$ cat src/pkg/mdlink_pkg.sv
// constants, register map and types shared by the multidrop link configuration block
//
// Function
// RULE_01 - station number 0..7, 0 master, reset 0
// RULE_02 - slave count 1..7, reset 7, master only
// RULE_03 - refresh pattern 0..2, reset 0, master only
// RULE_04 - legacy stations present force pattern 0; not implemented, the pattern in force is the own pattern or link_pattern
// RULE_05 - retry up to limit 0..10, then error
// RULE_06 - timeout 5..255 times 10 ms, reset 5
// RULE_07 - channel 2 when channel select driven
// RULE_08 - software never forces parameter flag directly; here an OFS_CTRL write sets it straight from hwdata[1]
// RULE_09 - master sequence error flag on master error
// RULE_10 - seven slave error flags, stations 1..7 ascending
// RULE_11 - link active flag high while exchange runs
// RULE_12 - area placed by station number and pattern
// RULE_13 - pattern 0: 4 words at 10n
// RULE_14 - pattern 1: 32 bits, 4 words
// RULE_15 - pattern 2: 64 bits, 8 words
// RULE_16 - stations write only their own area
// RULE_17 - received area frozen after a link error
// RULE_18 - slave numbers consecutive, no gaps, no duplicates
// RULE_19 - master polls slaves ascending, repeats continuously
`default_nettype none
package mdlink_pkg;
  // -------------------------------------------------------------
  // register byte offsets
  // -------------------------------------------------------------
  localparam logic [11:0] OFS_STATION = 12'h000;
  localparam logic [11:0] OFS_SCOUNT = 12'h004;
  localparam logic [11:0] OFS_PATTERN = 12'h008;
  localparam logic [11:0] OFS_RETRY = 12'h00c;
  localparam logic [11:0] OFS_TIMEOUT = 12'h010;
  localparam logic [11:0] OFS_CTRL = 12'h014;
  localparam logic [11:0] OFS_STATUS = 12'h018;
  localparam logic [11:0] OFS_IRQ_STAT = 12'h01c;
  localparam logic [11:0] OFS_IRQ_MASK = 12'h020;
  localparam logic [1:0] MEM_WIN_SEL = 2'h1; // haddr[11:10] of the exchange window
  // reset values and legal ranges
  localparam logic [2:0] STATION_RST = 3'h0;
  localparam logic [2:0] SCOUNT_RST = 3'h7;
  localparam logic [1:0] PATTERN_RST = 2'h0;
  localparam logic [3:0] RETRY_RST = 4'h3;
  localparam logic [7:0] TIMEOUT_RST = 8'h05;
  localparam logic [15:0] STATION_MAX = 16'h0007;
  localparam logic [15:0] SCOUNT_MIN = 16'h0001;
  localparam logic [15:0] SCOUNT_MAX = 16'h0007;
  localparam logic [15:0] PATTERN_MAX = 16'h0002;
  localparam logic [15:0] RETRY_MAX = 16'h000a;
  localparam logic [15:0] TIMEOUT_MIN = 16'h0005;
  localparam logic [15:0] TIMEOUT_MAX = 16'h00ff;
  // control and status field positions
  localparam int CTRL_EN = 0;
  localparam int CTRL_PARAM = 1;
  localparam int CTRL_CHAN = 2;
  localparam int STAT_LINK = 8;
  localparam int IRQ_ERR = 0;
  localparam int IRQ_UP = 1;
  localparam int IRQ_DOWN = 2;
  // exchange memory layout: words of station n at 10n, bit blocks at 80 + 4n
  localparam logic [6:0] WORD_STRIDE = 7'h0a;
  localparam logic [6:0] BIT_BASE = 7'h50;
  localparam logic [3:0] WORDS_SMALL = 4'h4;
  localparam logic [3:0] WORDS_LARGE = 4'h8;
  localparam logic [3:0] BLKS_PAT1 = 4'h2;
  localparam logic [3:0] BLKS_PAT2 = 4'h4;
  localparam logic [1:0] PAT_0 = 2'h0;
  localparam logic [1:0] PAT_1 = 2'h1;
  localparam logic [1:0] PAT_2 = 2'h2;
  // timing: one timeout unit in ms and the clock period in ns
  localparam int TIMEOUT_UNIT_MS = 10;
  localparam int CLK_PERIOD_NS = 25;
  localparam int TIMEOUT_UNIT_CYCLES = TIMEOUT_UNIT_MS * 1000000 / CLK_PERIOD_NS;
  // bus and poll state encodings
  typedef enum logic {B_IDLE = 1'b0, B_DATA = 1'b1} bus_state_t;
  typedef enum logic [1:0] {
    M_OFF = 2'b00, M_POLL = 2'b01, M_WAIT = 2'b10, M_NEXT = 2'b11
  } poll_state_t;
endpackage : mdlink_pkg
`default_nettype wire

$ cat src/verilog/mdlink_cfg.sv
// multidrop link configuration, status, polling and exchange-area mapping
//
// Local design decisions: the AHB-Lite slave port and the register addresses.
`default_nettype none
module mdlink_cfg #(
  parameter int TIMEOUT_UNIT_CYC = mdlink_pkg::TIMEOUT_UNIT_CYCLES // cycles per 10 ms
) (
  input wire logic hclk,
  input wire logic hresetn,
  input wire logic hsel,
  input wire logic [31:0] haddr,
  input wire logic [1:0] htrans,
  input wire logic hwrite,
  input wire logic [2:0] hsize,
  input wire logic [31:0] hwdata,
  input wire logic hready,
  output logic hreadyout,
  output logic hresp,
  output logic [31:0] hrdata,
  input wire logic [1:0] link_pattern,
  input wire logic resp_valid,
  input wire logic [2:0] resp_station,
  input wire logic seq_err_valid,
  input wire logic [2:0] seq_err_station,
  input wire logic rx_valid,
  input wire logic rx_is_bit,
  input wire logic [2:0] rx_station,
  input wire logic [2:0] rx_index,
  input wire logic [15:0] rx_data,
  output logic poll_req,
  output logic [2:0] poll_station,
  output logic link_active_flag,
  output logic chan2_sel,
  output logic [7:0] seq_error,
  output logic irq
);
  import mdlink_pkg::*;

  // ------------------------------------------------------------
  // state
  // ------------------------------------------------------------
  localparam logic [18:0] UNIT_LAST = 19'(TIMEOUT_UNIT_CYC - 1); // last prescaler count

  typedef struct packed {
    logic [2:0] station; // own station number
    logic [2:0] scount; // slaves polled by the master
    logic [1:0] pattern; // refresh pattern
    logic [3:0] retry; // retry limit
    logic [7:0] tmo; // timeout in 10 ms units
    logic [2:0] ctrl; // enable, parameter flag, channel select
    logic [7:0] serr; // bit0 master, bits 7:1 slaves 1..7
    logic link; // exchange running
    logic [2:0] irq_st; // sticky events
    logic [2:0] irq_mask; // event enables
    logic irq; // interrupt level
    bus_state_t bst; // bus phase
    logic bwr; // captured write
    logic [11:0] baddr; // captured byte address
    logic hready; // data phase done
    logic [31:0] rdata; // read data
    poll_state_t mst; // poll sequencer
    logic [2:0] cur; // slave being polled
    logic [3:0] tries; // retries spent on cur
    logic [18:0] pre; // 10 ms prescaler
    logic [7:0] units; // timeout units left
    logic poll; // poll request pulse
    logic [2:0] pstn; // station polled
  } state_t;

  state_t st_r; // registered state
  state_t st_nxt; // next state

  logic [15:0] mem_rdata; // exchange memory read data
  logic mem_we; // exchange memory write enable
  logic [6:0] mem_waddr; // exchange memory write address
  logic [15:0] mem_wdata; // exchange memory write data
  logic [6:0] mem_raddr; // exchange memory read address
  logic rx_wr; // accepted received point
  logic [1:0] eff_pat; // pattern in force
  logic [3:0] wlim; // word points per station
  logic [3:0] blim; // bit blocks per station
  logic [7:0] serr_set; // error flags set this cycle
  logic [7:0] serr_clr; // error flags cleared this cycle
  logic tmo_hit; // response time exceeded
  logic bus_take; // address phase accepted
  logic run; // exchange enabled
  logic [15:0] wv; // write value, low half

  // ------------------------------------------------------------
  // exchange memory
  // ------------------------------------------------------------
  mdlink_xmem u_xmem (
    .hclk(hclk),
    .we(mem_we),
    .waddr(mem_waddr),
    .wdata(mem_wdata),
    .raddr(mem_raddr),
    .rdata(mem_rdata)
  );

  // ------------------------------------------------------------
  // next-state logic
  // ------------------------------------------------------------
  always_comb begin
    st_nxt = st_r;
    wv = hwdata[15:0];
    bus_take = hsel && htrans[1] && hready;
    mem_raddr = haddr[8:2];
    run = st_r.ctrl[CTRL_EN] && st_r.ctrl[CTRL_PARAM];
    // master uses its own pattern, slaves the one announced on the link
    eff_pat = (st_r.station == STATION_RST) ? st_r.pattern : link_pattern; // [RULE_12]
    // points per station for the pattern in force
    case (eff_pat)
      PAT_1: begin
        wlim = WORDS_SMALL; // [RULE_14]
        blim = BLKS_PAT1; // [RULE_14]
      end
      PAT_2: begin
        wlim = WORDS_LARGE; // [RULE_15]
        blim = BLKS_PAT2; // [RULE_15]
      end
      default: begin
        wlim = WORDS_SMALL; // [RULE_13]
        blim = 4'h0; // [RULE_13]
      end
    endcase
    // a received point lands only inside the sender's area and not while it is in error
    rx_wr = rx_valid && st_r.link && (rx_station != st_r.station)
      && ({1'b0, rx_index} < (rx_is_bit ? blim : wlim))
      && !st_r.serr[rx_station]; // [RULE_17]
    mem_waddr = rx_is_bit ? BIT_BASE + {2'h0, rx_station, 2'h0} + {4'h0, rx_index}
      : 7'(rx_station * WORD_STRIDE) + {4'h0, rx_index}; // [RULE_13] [RULE_14] [RULE_15]
    mem_wdata = rx_data;
    mem_we = rx_wr;

    // error flags: link reports and master timeouts set, good responses clear
    serr_set = 8'h00;
    serr_clr = 8'h00;
    if (seq_err_valid && st_r.link) begin
      serr_set[seq_err_station] = 1'b1; // [RULE_09] [RULE_10]
    end
    if (resp_valid && st_r.link) begin
      serr_clr[resp_station] = 1'b1;
    end

    // poll sequencer, master only
    tmo_hit = (st_r.pre == UNIT_LAST) && (st_r.units == 8'h01);
    st_nxt.poll = 1'b0;
    case (st_r.mst)
      M_OFF: begin
        st_nxt.cur = 3'h1;
        st_nxt.tries = 4'h0;
        if (run && st_r.station == STATION_RST) begin
          st_nxt.mst = M_POLL;
        end
      end
      M_POLL: begin
        // issue the poll and arm the response timer
        st_nxt.poll = 1'b1;
        st_nxt.pstn = st_r.cur; // [RULE_19]
        st_nxt.pre = 19'h0;
        st_nxt.units = st_r.tmo; // [RULE_06]
        st_nxt.mst = M_WAIT;
      end
      M_WAIT: begin
        st_nxt.pre = (st_r.pre == UNIT_LAST) ? 19'h0 : st_r.pre + 19'h1;
        if (st_r.pre == UNIT_LAST) begin
          st_nxt.units = st_r.units - 8'h1;
        end
        if (resp_valid && resp_station == st_r.cur) begin
          st_nxt.mst = M_NEXT;
        end else if (tmo_hit) begin
          if (st_r.tries < st_r.retry) begin
            st_nxt.tries = st_r.tries + 4'h1; // [RULE_05]
            st_nxt.mst = M_POLL;
          end else begin
            serr_set[st_r.cur] = 1'b1; // [RULE_05]
            st_nxt.mst = M_NEXT;
          end
        end
      end
      M_NEXT: begin
        // ascending order, wrap after the last configured slave
        st_nxt.tries = 4'h0;
        st_nxt.cur = (st_r.cur >= st_r.scount) ? 3'h1 : st_r.cur + 3'h1; // [RULE_19] [RULE_02]
        st_nxt.mst = M_POLL;
      end
      default: begin
        st_nxt.mst = M_OFF;
      end
    endcase
    if (!run || st_r.station != STATION_RST) begin
      st_nxt.mst = M_OFF;
    end

    // flags: a set in the same cycle as a clear wins
    st_nxt.serr = (st_r.serr & ~serr_clr) | serr_set;
    st_nxt.link = run; // [RULE_11]
    if (!run) begin
      st_nxt.serr = 8'h00;
    end

    // bus slave: one wait cycle per data phase, more while a received point holds the memory port
    case (st_r.bst)
      B_IDLE: begin
        if (bus_take) begin
          st_nxt.bst = B_DATA;
          st_nxt.bwr = hwrite;
          st_nxt.baddr = haddr[11:0];
          st_nxt.hready = 1'b0;
        end
      end
      B_DATA: begin
        st_nxt.hready = 1'b1;
        st_nxt.bst = B_IDLE;
        st_nxt.rdata = 32'h0;
        if (st_r.bwr) begin
          if (st_r.baddr[11:10] == MEM_WIN_SEL) begin
            // local software writes; a received point has the port first
            if (rx_wr) begin
              st_nxt.hready = 1'b0;
              st_nxt.bst = B_DATA;
            end else begin
              mem_we = 1'b1;
              mem_waddr = st_r.baddr[8:2];
              mem_wdata = wv;
            end
          end else begin
            case (st_r.baddr)
              OFS_STATION: if (wv <= STATION_MAX) st_nxt.station = wv[2:0]; // [RULE_01]
              OFS_SCOUNT: begin
                if (wv >= SCOUNT_MIN && wv <= SCOUNT_MAX) begin
                  st_nxt.scount = wv[2:0]; // [RULE_02]
                end
              end
              OFS_PATTERN: if (wv <= PATTERN_MAX) st_nxt.pattern = wv[1:0]; // [RULE_03]
              OFS_RETRY: if (wv <= RETRY_MAX) st_nxt.retry = wv[3:0]; // [RULE_05]
              OFS_TIMEOUT: begin
                if (wv >= TIMEOUT_MIN && wv <= TIMEOUT_MAX) begin
                  st_nxt.tmo = wv[7:0]; // [RULE_06]
                end
              end
              OFS_CTRL: st_nxt.ctrl = hwdata[2:0]; // [RULE_07]
              OFS_IRQ_STAT: st_nxt.irq_st = st_r.irq_st & ~hwdata[2:0];
              OFS_IRQ_MASK: st_nxt.irq_mask = hwdata[2:0];
              default: begin
                st_nxt.bwr = st_r.bwr;
              end
            endcase
          end
        end else begin
          if (st_r.baddr[11:10] == MEM_WIN_SEL) begin
            st_nxt.rdata = {16'h0, mem_rdata};
          end else begin
            case (st_r.baddr)
              OFS_STATION: st_nxt.rdata = {29'h0, st_r.station};
              OFS_SCOUNT: st_nxt.rdata = {29'h0, st_r.scount};
              OFS_PATTERN: st_nxt.rdata = {30'h0, st_r.pattern};
              OFS_RETRY: st_nxt.rdata = {28'h0, st_r.retry};
              OFS_TIMEOUT: st_nxt.rdata = {24'h0, st_r.tmo};
              OFS_CTRL: st_nxt.rdata = {29'h0, st_r.ctrl};
              OFS_STATUS: st_nxt.rdata = {23'h0, st_r.link, st_r.serr}; // [RULE_10]
              OFS_IRQ_STAT: st_nxt.rdata = {29'h0, st_r.irq_st};
              OFS_IRQ_MASK: st_nxt.rdata = {29'h0, st_r.irq_mask};
              default: st_nxt.rdata = 32'h0;
            endcase
          end
        end
      end
      default: begin
        st_nxt.bst = B_IDLE;
        st_nxt.hready = 1'b1;
      end
    endcase

    // sticky events; an event beats a clear in the same cycle
    if ((serr_set & ~st_r.serr) != 8'h00) begin
      st_nxt.irq_st[IRQ_ERR] = 1'b1;
    end
    if (run && !st_r.link) begin
      st_nxt.irq_st[IRQ_UP] = 1'b1;
    end
    if (!run && st_r.link) begin
      st_nxt.irq_st[IRQ_DOWN] = 1'b1;
    end
    st_nxt.irq = |(st_nxt.irq_st & st_nxt.irq_mask);
  end

  // ------------------------------------------------------------
  // state register
  // ------------------------------------------------------------
  always_ff @(posedge hclk or negedge hresetn) begin
    if (!hresetn) begin
      st_r <= '{station: STATION_RST, scount: SCOUNT_RST, pattern: PATTERN_RST,
                retry: RETRY_RST, tmo: TIMEOUT_RST, ctrl: 3'h0, serr: 8'h00,
                link: 1'b0, irq_st: 3'h0, irq_mask: 3'h0, irq: 1'b0, bst: B_IDLE,
                bwr: 1'b0, baddr: 12'h0, hready: 1'b1, rdata: 32'h0, mst: M_OFF,
                cur: 3'h1, tries: 4'h0, pre: 19'h0, units: 8'h0, poll: 1'b0,
                pstn: 3'h0}; // [RULE_01] [RULE_02] [RULE_03]
    end else begin
      st_r <= st_nxt;
    end
  end

  // ------------------------------------------------------------
  // outputs from the state register, hresp tied low
  // ------------------------------------------------------------
  assign hreadyout = st_r.hready;
  assign hresp = 1'b0;
  assign hrdata = st_r.rdata;
  assign poll_req = st_r.poll;
  assign poll_station = st_r.pstn;
  assign link_active_flag = st_r.link;
  assign chan2_sel = st_r.ctrl[CTRL_CHAN];
  assign seq_error = st_r.serr;
  assign irq = st_r.irq;

  // ------------------------------------------------------------
  // checks
  // ------------------------------------------------------------
  a_station_range: assert property (@(posedge hclk) disable iff (!hresetn) // [RULE_01]
    st_r.station <= 3'h7 && $past(hwdata[15:0]) > STATION_MAX && $past(st_r.bst == B_DATA)
    && $past(st_r.bwr) && $past(st_r.baddr) == OFS_STATION |-> $stable(st_r.station))
    else $error("station number took an illegal value");
  a_scount_range: assert property (@(posedge hclk) disable iff (!hresetn) // [RULE_02]
    st_r.scount >= 3'h1)
    else $error("slave count fell to zero");
  a_pattern_range: assert property (@(posedge hclk) disable iff (!hresetn) // [RULE_03]
    st_r.pattern <= 2'h2)
    else $error("refresh pattern out of range");
  a_retry_bound: assert property (@(posedge hclk) disable iff (!hresetn) // [RULE_05]
    st_r.mst == M_WAIT && tmo_hit && st_r.tries >= st_r.retry && run
    |=> st_r.serr[$past(st_r.cur)] && st_r.mst == M_NEXT)
    else $error("no error after the last retry");
  a_timeout_min: assert property (@(posedge hclk) disable iff (!hresetn) // [RULE_06]
    st_r.tmo >= 8'h05)
    else $error("response timeout below five units");
  a_chan_follow: assert property (@(posedge hclk) disable iff (!hresetn) // [RULE_07]
    st_r.bst == B_DATA && st_r.bwr && st_r.baddr == OFS_CTRL
    |=> chan2_sel == $past(hwdata[CTRL_CHAN]))
    else $error("channel select did not follow the control write");
  a_master_err: assert property (@(posedge hclk) disable iff (!hresetn) // [RULE_09]
    seq_err_valid && seq_err_station == 3'h0 && st_r.link && run |=> seq_error[0])
    else $error("master sequence error not flagged");
  a_slave_err: assert property (@(posedge hclk) disable iff (!hresetn) // [RULE_10]
    seq_err_valid && seq_err_station != 3'h0 && st_r.link && run
    |=> seq_error[$past(seq_err_station)])
    else $error("slave sequence error not flagged");
  a_link_active: assert property (@(posedge hclk) disable iff (!hresetn) // [RULE_11]
    ##1 link_active_flag == $past(st_r.ctrl[CTRL_EN] && st_r.ctrl[CTRL_PARAM]))
    else $error("link active flag does not match the enables");
  a_area_size: assert property (@(posedge hclk) disable iff (!hresetn) // [RULE_13]
    rx_wr |-> (rx_is_bit ? (eff_pat != PAT_0) : (eff_pat == PAT_2 || rx_index < 3'h4)))
    else $error("point accepted outside the station area");
  a_rx_freeze: assert property (@(posedge hclk) disable iff (!hresetn) // [RULE_17]
    st_r.serr[rx_station] |-> !rx_wr)
    else $error("received area written during a link error");
  a_poll_order: assert property (@(posedge hclk) disable iff (!hresetn) // [RULE_19]
    poll_req |-> poll_station >= 3'h1 && poll_station <= st_r.scount)
    else $error("poll addressed a station outside the slave range");
endmodule : mdlink_cfg
`default_nettype wire

$ cat src/verilog/mdlink_xmem.sv
// exchange-area memory: one write port, one registered read port
`default_nettype none
module mdlink_xmem (
  input wire logic hclk,
  input wire logic we,
  input wire logic [6:0] waddr,
  input wire logic [15:0] wdata,
  input wire logic [6:0] raddr,
  output logic [15:0] rdata
);
  // ------------------------------------------------------------
  // storage: 80 word points then 32 blocks of 16 bit points
  // ------------------------------------------------------------
  logic [15:0] mem [0:127]; // exchange storage, no reset
  logic [15:0] rdata_r; // registered read data

  // write and registered read
  always_ff @(posedge hclk) begin
    if (we) begin
      mem[waddr] <= wdata;
    end
    rdata_r <= mem[raddr];
  end

  assign rdata = rdata_r;
endmodule : mdlink_xmem
`default_nettype wire

$ cat config.mk
export PLATFORM = sky130hd
export DESIGN_NAME = mdlink_cfg
export DESIGN_NICKNAME = d
export VERILOG_FILES = /design/src/pkg/mdlink_pkg.sv /design/src/verilog/mdlink_cfg.sv /design/src/verilog/mdlink_xmem.sv
export SDC_FILE = /design/constraint.sdc
export NUM_CORES = 2
export LEC_CHECK = 0
export BUFFER_PORTS_ARGS = -buffer_cell sky130_fd_sc_hd__buf_4
export CORE_UTILIZATION = 45
export DETAILED_ROUTE_END_ITERATION = 12
export PLACE_DENSITY_LB_ADDON = 0.15
export SLEW_MARGIN = 20
export SYNTH_ARGS = -nofsm -noshare
export SYNTH_HDL_FRONTEND = slang
export SYNTH_SLANG_ARGS = --single-unit
$ cat constraint.sdc
create_clock -name hclk -period 9.78 [get_ports hclk]
set_clock_uncertainty 0.15 [all_clocks]
set_input_delay 2.934 -clock hclk [delete_from_list [all_inputs] [get_ports hclk]]
set_output_delay 2.934 -clock hclk [all_outputs]
set_load 0.02 [all_outputs]
==> summary.md <==
| Metric | Value |
|---|---|
| Drt total wl | 228 mm |
| Pwr Density | 199 nW/um^2 |
| Drt pass-1 iters | 6 |
| Die ar. | 193000 sq um |
| Syn-to-layout area delta | 13.5% |
| Post-synth EDFFs | 2048 |
| Clock Path Buffers | 3 |
| Post-CTS sizing | 0 |
| Die H | 440 um |
| # setup viols final | 0 |
| Netlist cell types | 79 |
| Mapped Cells | 4271 |
| First-pass GRT wire length | 323 mm |
| Synth top cells by count | edfxtp_1, mux4_2, nor2_1 |
| CTS clk-pin slew, worst paths | 0.06 ns |
| Synthesis-stage register bit count | 2174 |
| RSZ-0062 raised after global routing | false |
| # clock sinks | 2174 |
| Vias per inst | 6.02 |
| Fin worst setup slack | 3.17 ns |
| Peak Freq | 151 MHz |
| Startpoint types | input port |
| Post-synthesis sequential area ratio | 74.9% |
| Status | finished clean |
| Worst Setup End Kind | flop |
| Starting Density | 45.3% |
| HP Class | flop to flop |
| Post-Synthesis Cell Area | 86200 sq um |
| Clk root buf | clkbuf_16 |
| Initial DRC count | 4704 |
| Leading area contributor after synthesis | edfxtp_1 |
| Pins Over Slew Limit | 0 |
| Max Cap Viol | 0 |
| Final Hold Fails | 0 |
| Hold EP | hrdata[14] |
| Hpwl dp | 136 mm |
| Slew margin rel. | 15.7% |
| Largest net degree at the start of global routing | 129 |
| Core footprint | 190000 sq um |
| Setup_tns | 0 ns |
| Worst EP arrival | 6.99 ns |
| Worst R2R Setup Slack | 4.71 ns |
| I/O pin cnt | 157 |
| Hold-fix buffers, CTS | 0 |
| Worst reg2reg startpoint | st_r[124] |
| Fillcell total | 15200 |
| Worst reg2reg path depth | 9 |
| Crit Path Class | input port to flop |
| Pre-CTS WS | 2.40 ns |
| FFs w/ async S/R, synth | 5.06% |
| Prevailing post-synth register cell | edfxtp_1 |
| Chip width | 440 um |
| Final nets | 4662 |
| Row count | 160 |
| Hold slack | 0.306 ns |
| Most common cell in the netlist | edfxtp_1 |
| Port buffer count | 99 |
| CTS tree | built |
| Drt drc | 0 |
| Post-route minimum period | 6.61 ns |
| Vias | 43500 |
| Gr usage total | 23.6% |
| WL/cell | 31.5 um |
| Worst Tran Pin Value | 1.23 ns |
| Total CTS buffers | 216 |
| Worst-Skew Late Latency | 0.87 ns |
| Layout cell share with drive strength beyond 1 | 27.0% |
| RD Place Congestion | 0.891 |
| Lkg Pwr | 31.4 nW |
| Initial antenna violation count | 7 |
| Hold Startpoint | u_xmem.rdata[14] |
| Grt total ovfl | 0 |
| Synth top area cells | edfxtp_1, mux4_2, dfrtp_1 |
| Post-route ant nets | 0 |
| Reg-to-Reg End | u_xmem.mem[112][0] |
| Final worst-path cycle share | 67.5% |
| Post-CTS Setup Inserts | 0 |
| Worst EP required | 10.16 ns |
| Hold Path Depth | 2 |
| Vias in the first global route | 43500 |
| H-tree Lvls | 4 |
| CP Max Fanout | 78 |
| Mean Syn Cell Area | 20.2 sq um |
| YS warnings | 0 |
| Post-synth top area share | 71.4% |
| Worst vdd ir | 0.161 mV |
## cells in the final DEF (no fill, tap or decap), types with 14 or more instances in the layout
| cell | count |
|---|---|
| clkbuf_16 | 219 |
| o22ai_1 | 72 |
| ha_1 | 22 |
| mux4_2 | 517 |
| o211ai_1 | 53 |
| mux2_2 | 41 |
| and3_1 | 14 |
| clkinv_2 | 37 |
| nand2_1 | 129 |
| nand3b_1 | 14 |
| bufinv_16 | 15 |
| nand4_1 | 50 |
| o21ai_0 | 90 |
| buf_4 | 288 |
| nor2_1 | 171 |
| o22a_1 | 16 |
| inv_1 | 33 |
| clkinv_1 | 49 |
| a211oi_1 | 40 |
| nand3_1 | 55 |
| nor3_1 | 17 |
| nor2b_1 | 25 |
| a21oi_1 | 39 |
| dfxtp_1 | 16 |
| xnor2_1 | 14 |
| conb_1 | 17 |
| edfxtp_1 | 2048 |
| dfrtp_1 | 101 |
| mux2i_1 | 147 |
| clkbuf_1 | 54 |
## flip-flops by register name, indices dropped and copies added, names as in the netlist
register          count
poll_req              1
link_active_flag      1
u_xmem.mem         2048
u_xmem.rdata         16
chan2_sel             1
hreadyout             1
st_r                 78
seq_error             8
irq                   1
poll_station          3
hrdata               16
## cells by family (layout without fill, tap and decap cells)
family | after synthesis | in the layout | synth area share [%]
flip-flops | 2174 | 2174 | 74.9
XOR/XNOR | 20 | 20 | 0.203
AND/OR/NAND/NOR | 574 | 574 | 3.29
adder cells (fa/ha/maj) | 23 | 23 | 0.343
multiplexers | 728 | 728 | 16.1
AO/OA/AOI/OAI | 442 | 442 | 3.45
other | 1 | 25 | 0.00435
buffers and inverters | 309 | 730 | 1.69
## worst max-delay path: stages
cell and delay [ns]:
buf_4 0.23, nor4bb_1 0.48, mux2i_1 0.13, a21o_1 0.27, a31oi_4 0.64, buf_4 0.55, mux2_4 0.95, buf_4 0.68
## worst max-delay path by stage
stage	depth (start not counted)	endpoint	slack [ns]	start
3_5_place_dp	8	u_xmem.mem[113][0]	2.40	rx_station[0]
3_3_place_gp	8	u_xmem.mem[112][0]	2.45	rx_is_bit
4_1_cts	8	u_xmem.mem[114][0]	3.28	rx_station[0]
2_1_floorplan	9	u_xmem.mem[0][3]	1.39	rx_is_bit
5_1_grt	8	u_xmem.mem[112][0]	2.95	rx_is_bit
6_report	8	u_xmem.mem[114][0]	3.17	rx_is_bit
## metal layers
layer	wire length (um)	track usage [%]	vias up
met2	110000	37.6	1590
met5	26	0	-
met3	15800	4.10	320
li1	-	-	18200
met4	6420	6.91	4
met1	95800	33.6	23400
## through the flow
| step | instances | cell area [sq um] | total power, mW | util [%] |
|---|---|---|---|---|
| 5_1_grt | 7221 | 97900 | 20.0 | 51.5 |
| 2_1_floorplan | 4287 | 86300 | 11.1 | - |
| 6_report | 7227 | 97900 | 19.4 | 51.5 |
| 3_3_place_gp | 6822 | 90900 | 11.6 | 47.8 |
| 4_1_cts | 7217 | 97700 | 19.6 | 51.4 |
| 3_5_place_dp | 6822 | 91000 | 11.6 | 47.8 |
## report_power, final
part | internal (mW) | switching, mW
clock network | 4.53 | 3.50
registers | 10.3 | 0.0520
logic | 0.359 | 0.749
## area by class of cell
class,instances,area (sq um),share of cell area [%]
antenna,8,20.0,0.0205
clock buffer,279,5750,5.87
clock inverter,116,1050,1.07
inverter,33,124,0.127
multi-input combinational,1804,20800,21.2
sequential,2174,64600,66.0
tap,2511,3140,3.21
timing repair buffer,302,2420,2.47
Note: power is estimated with default switching activity, not from simulation.
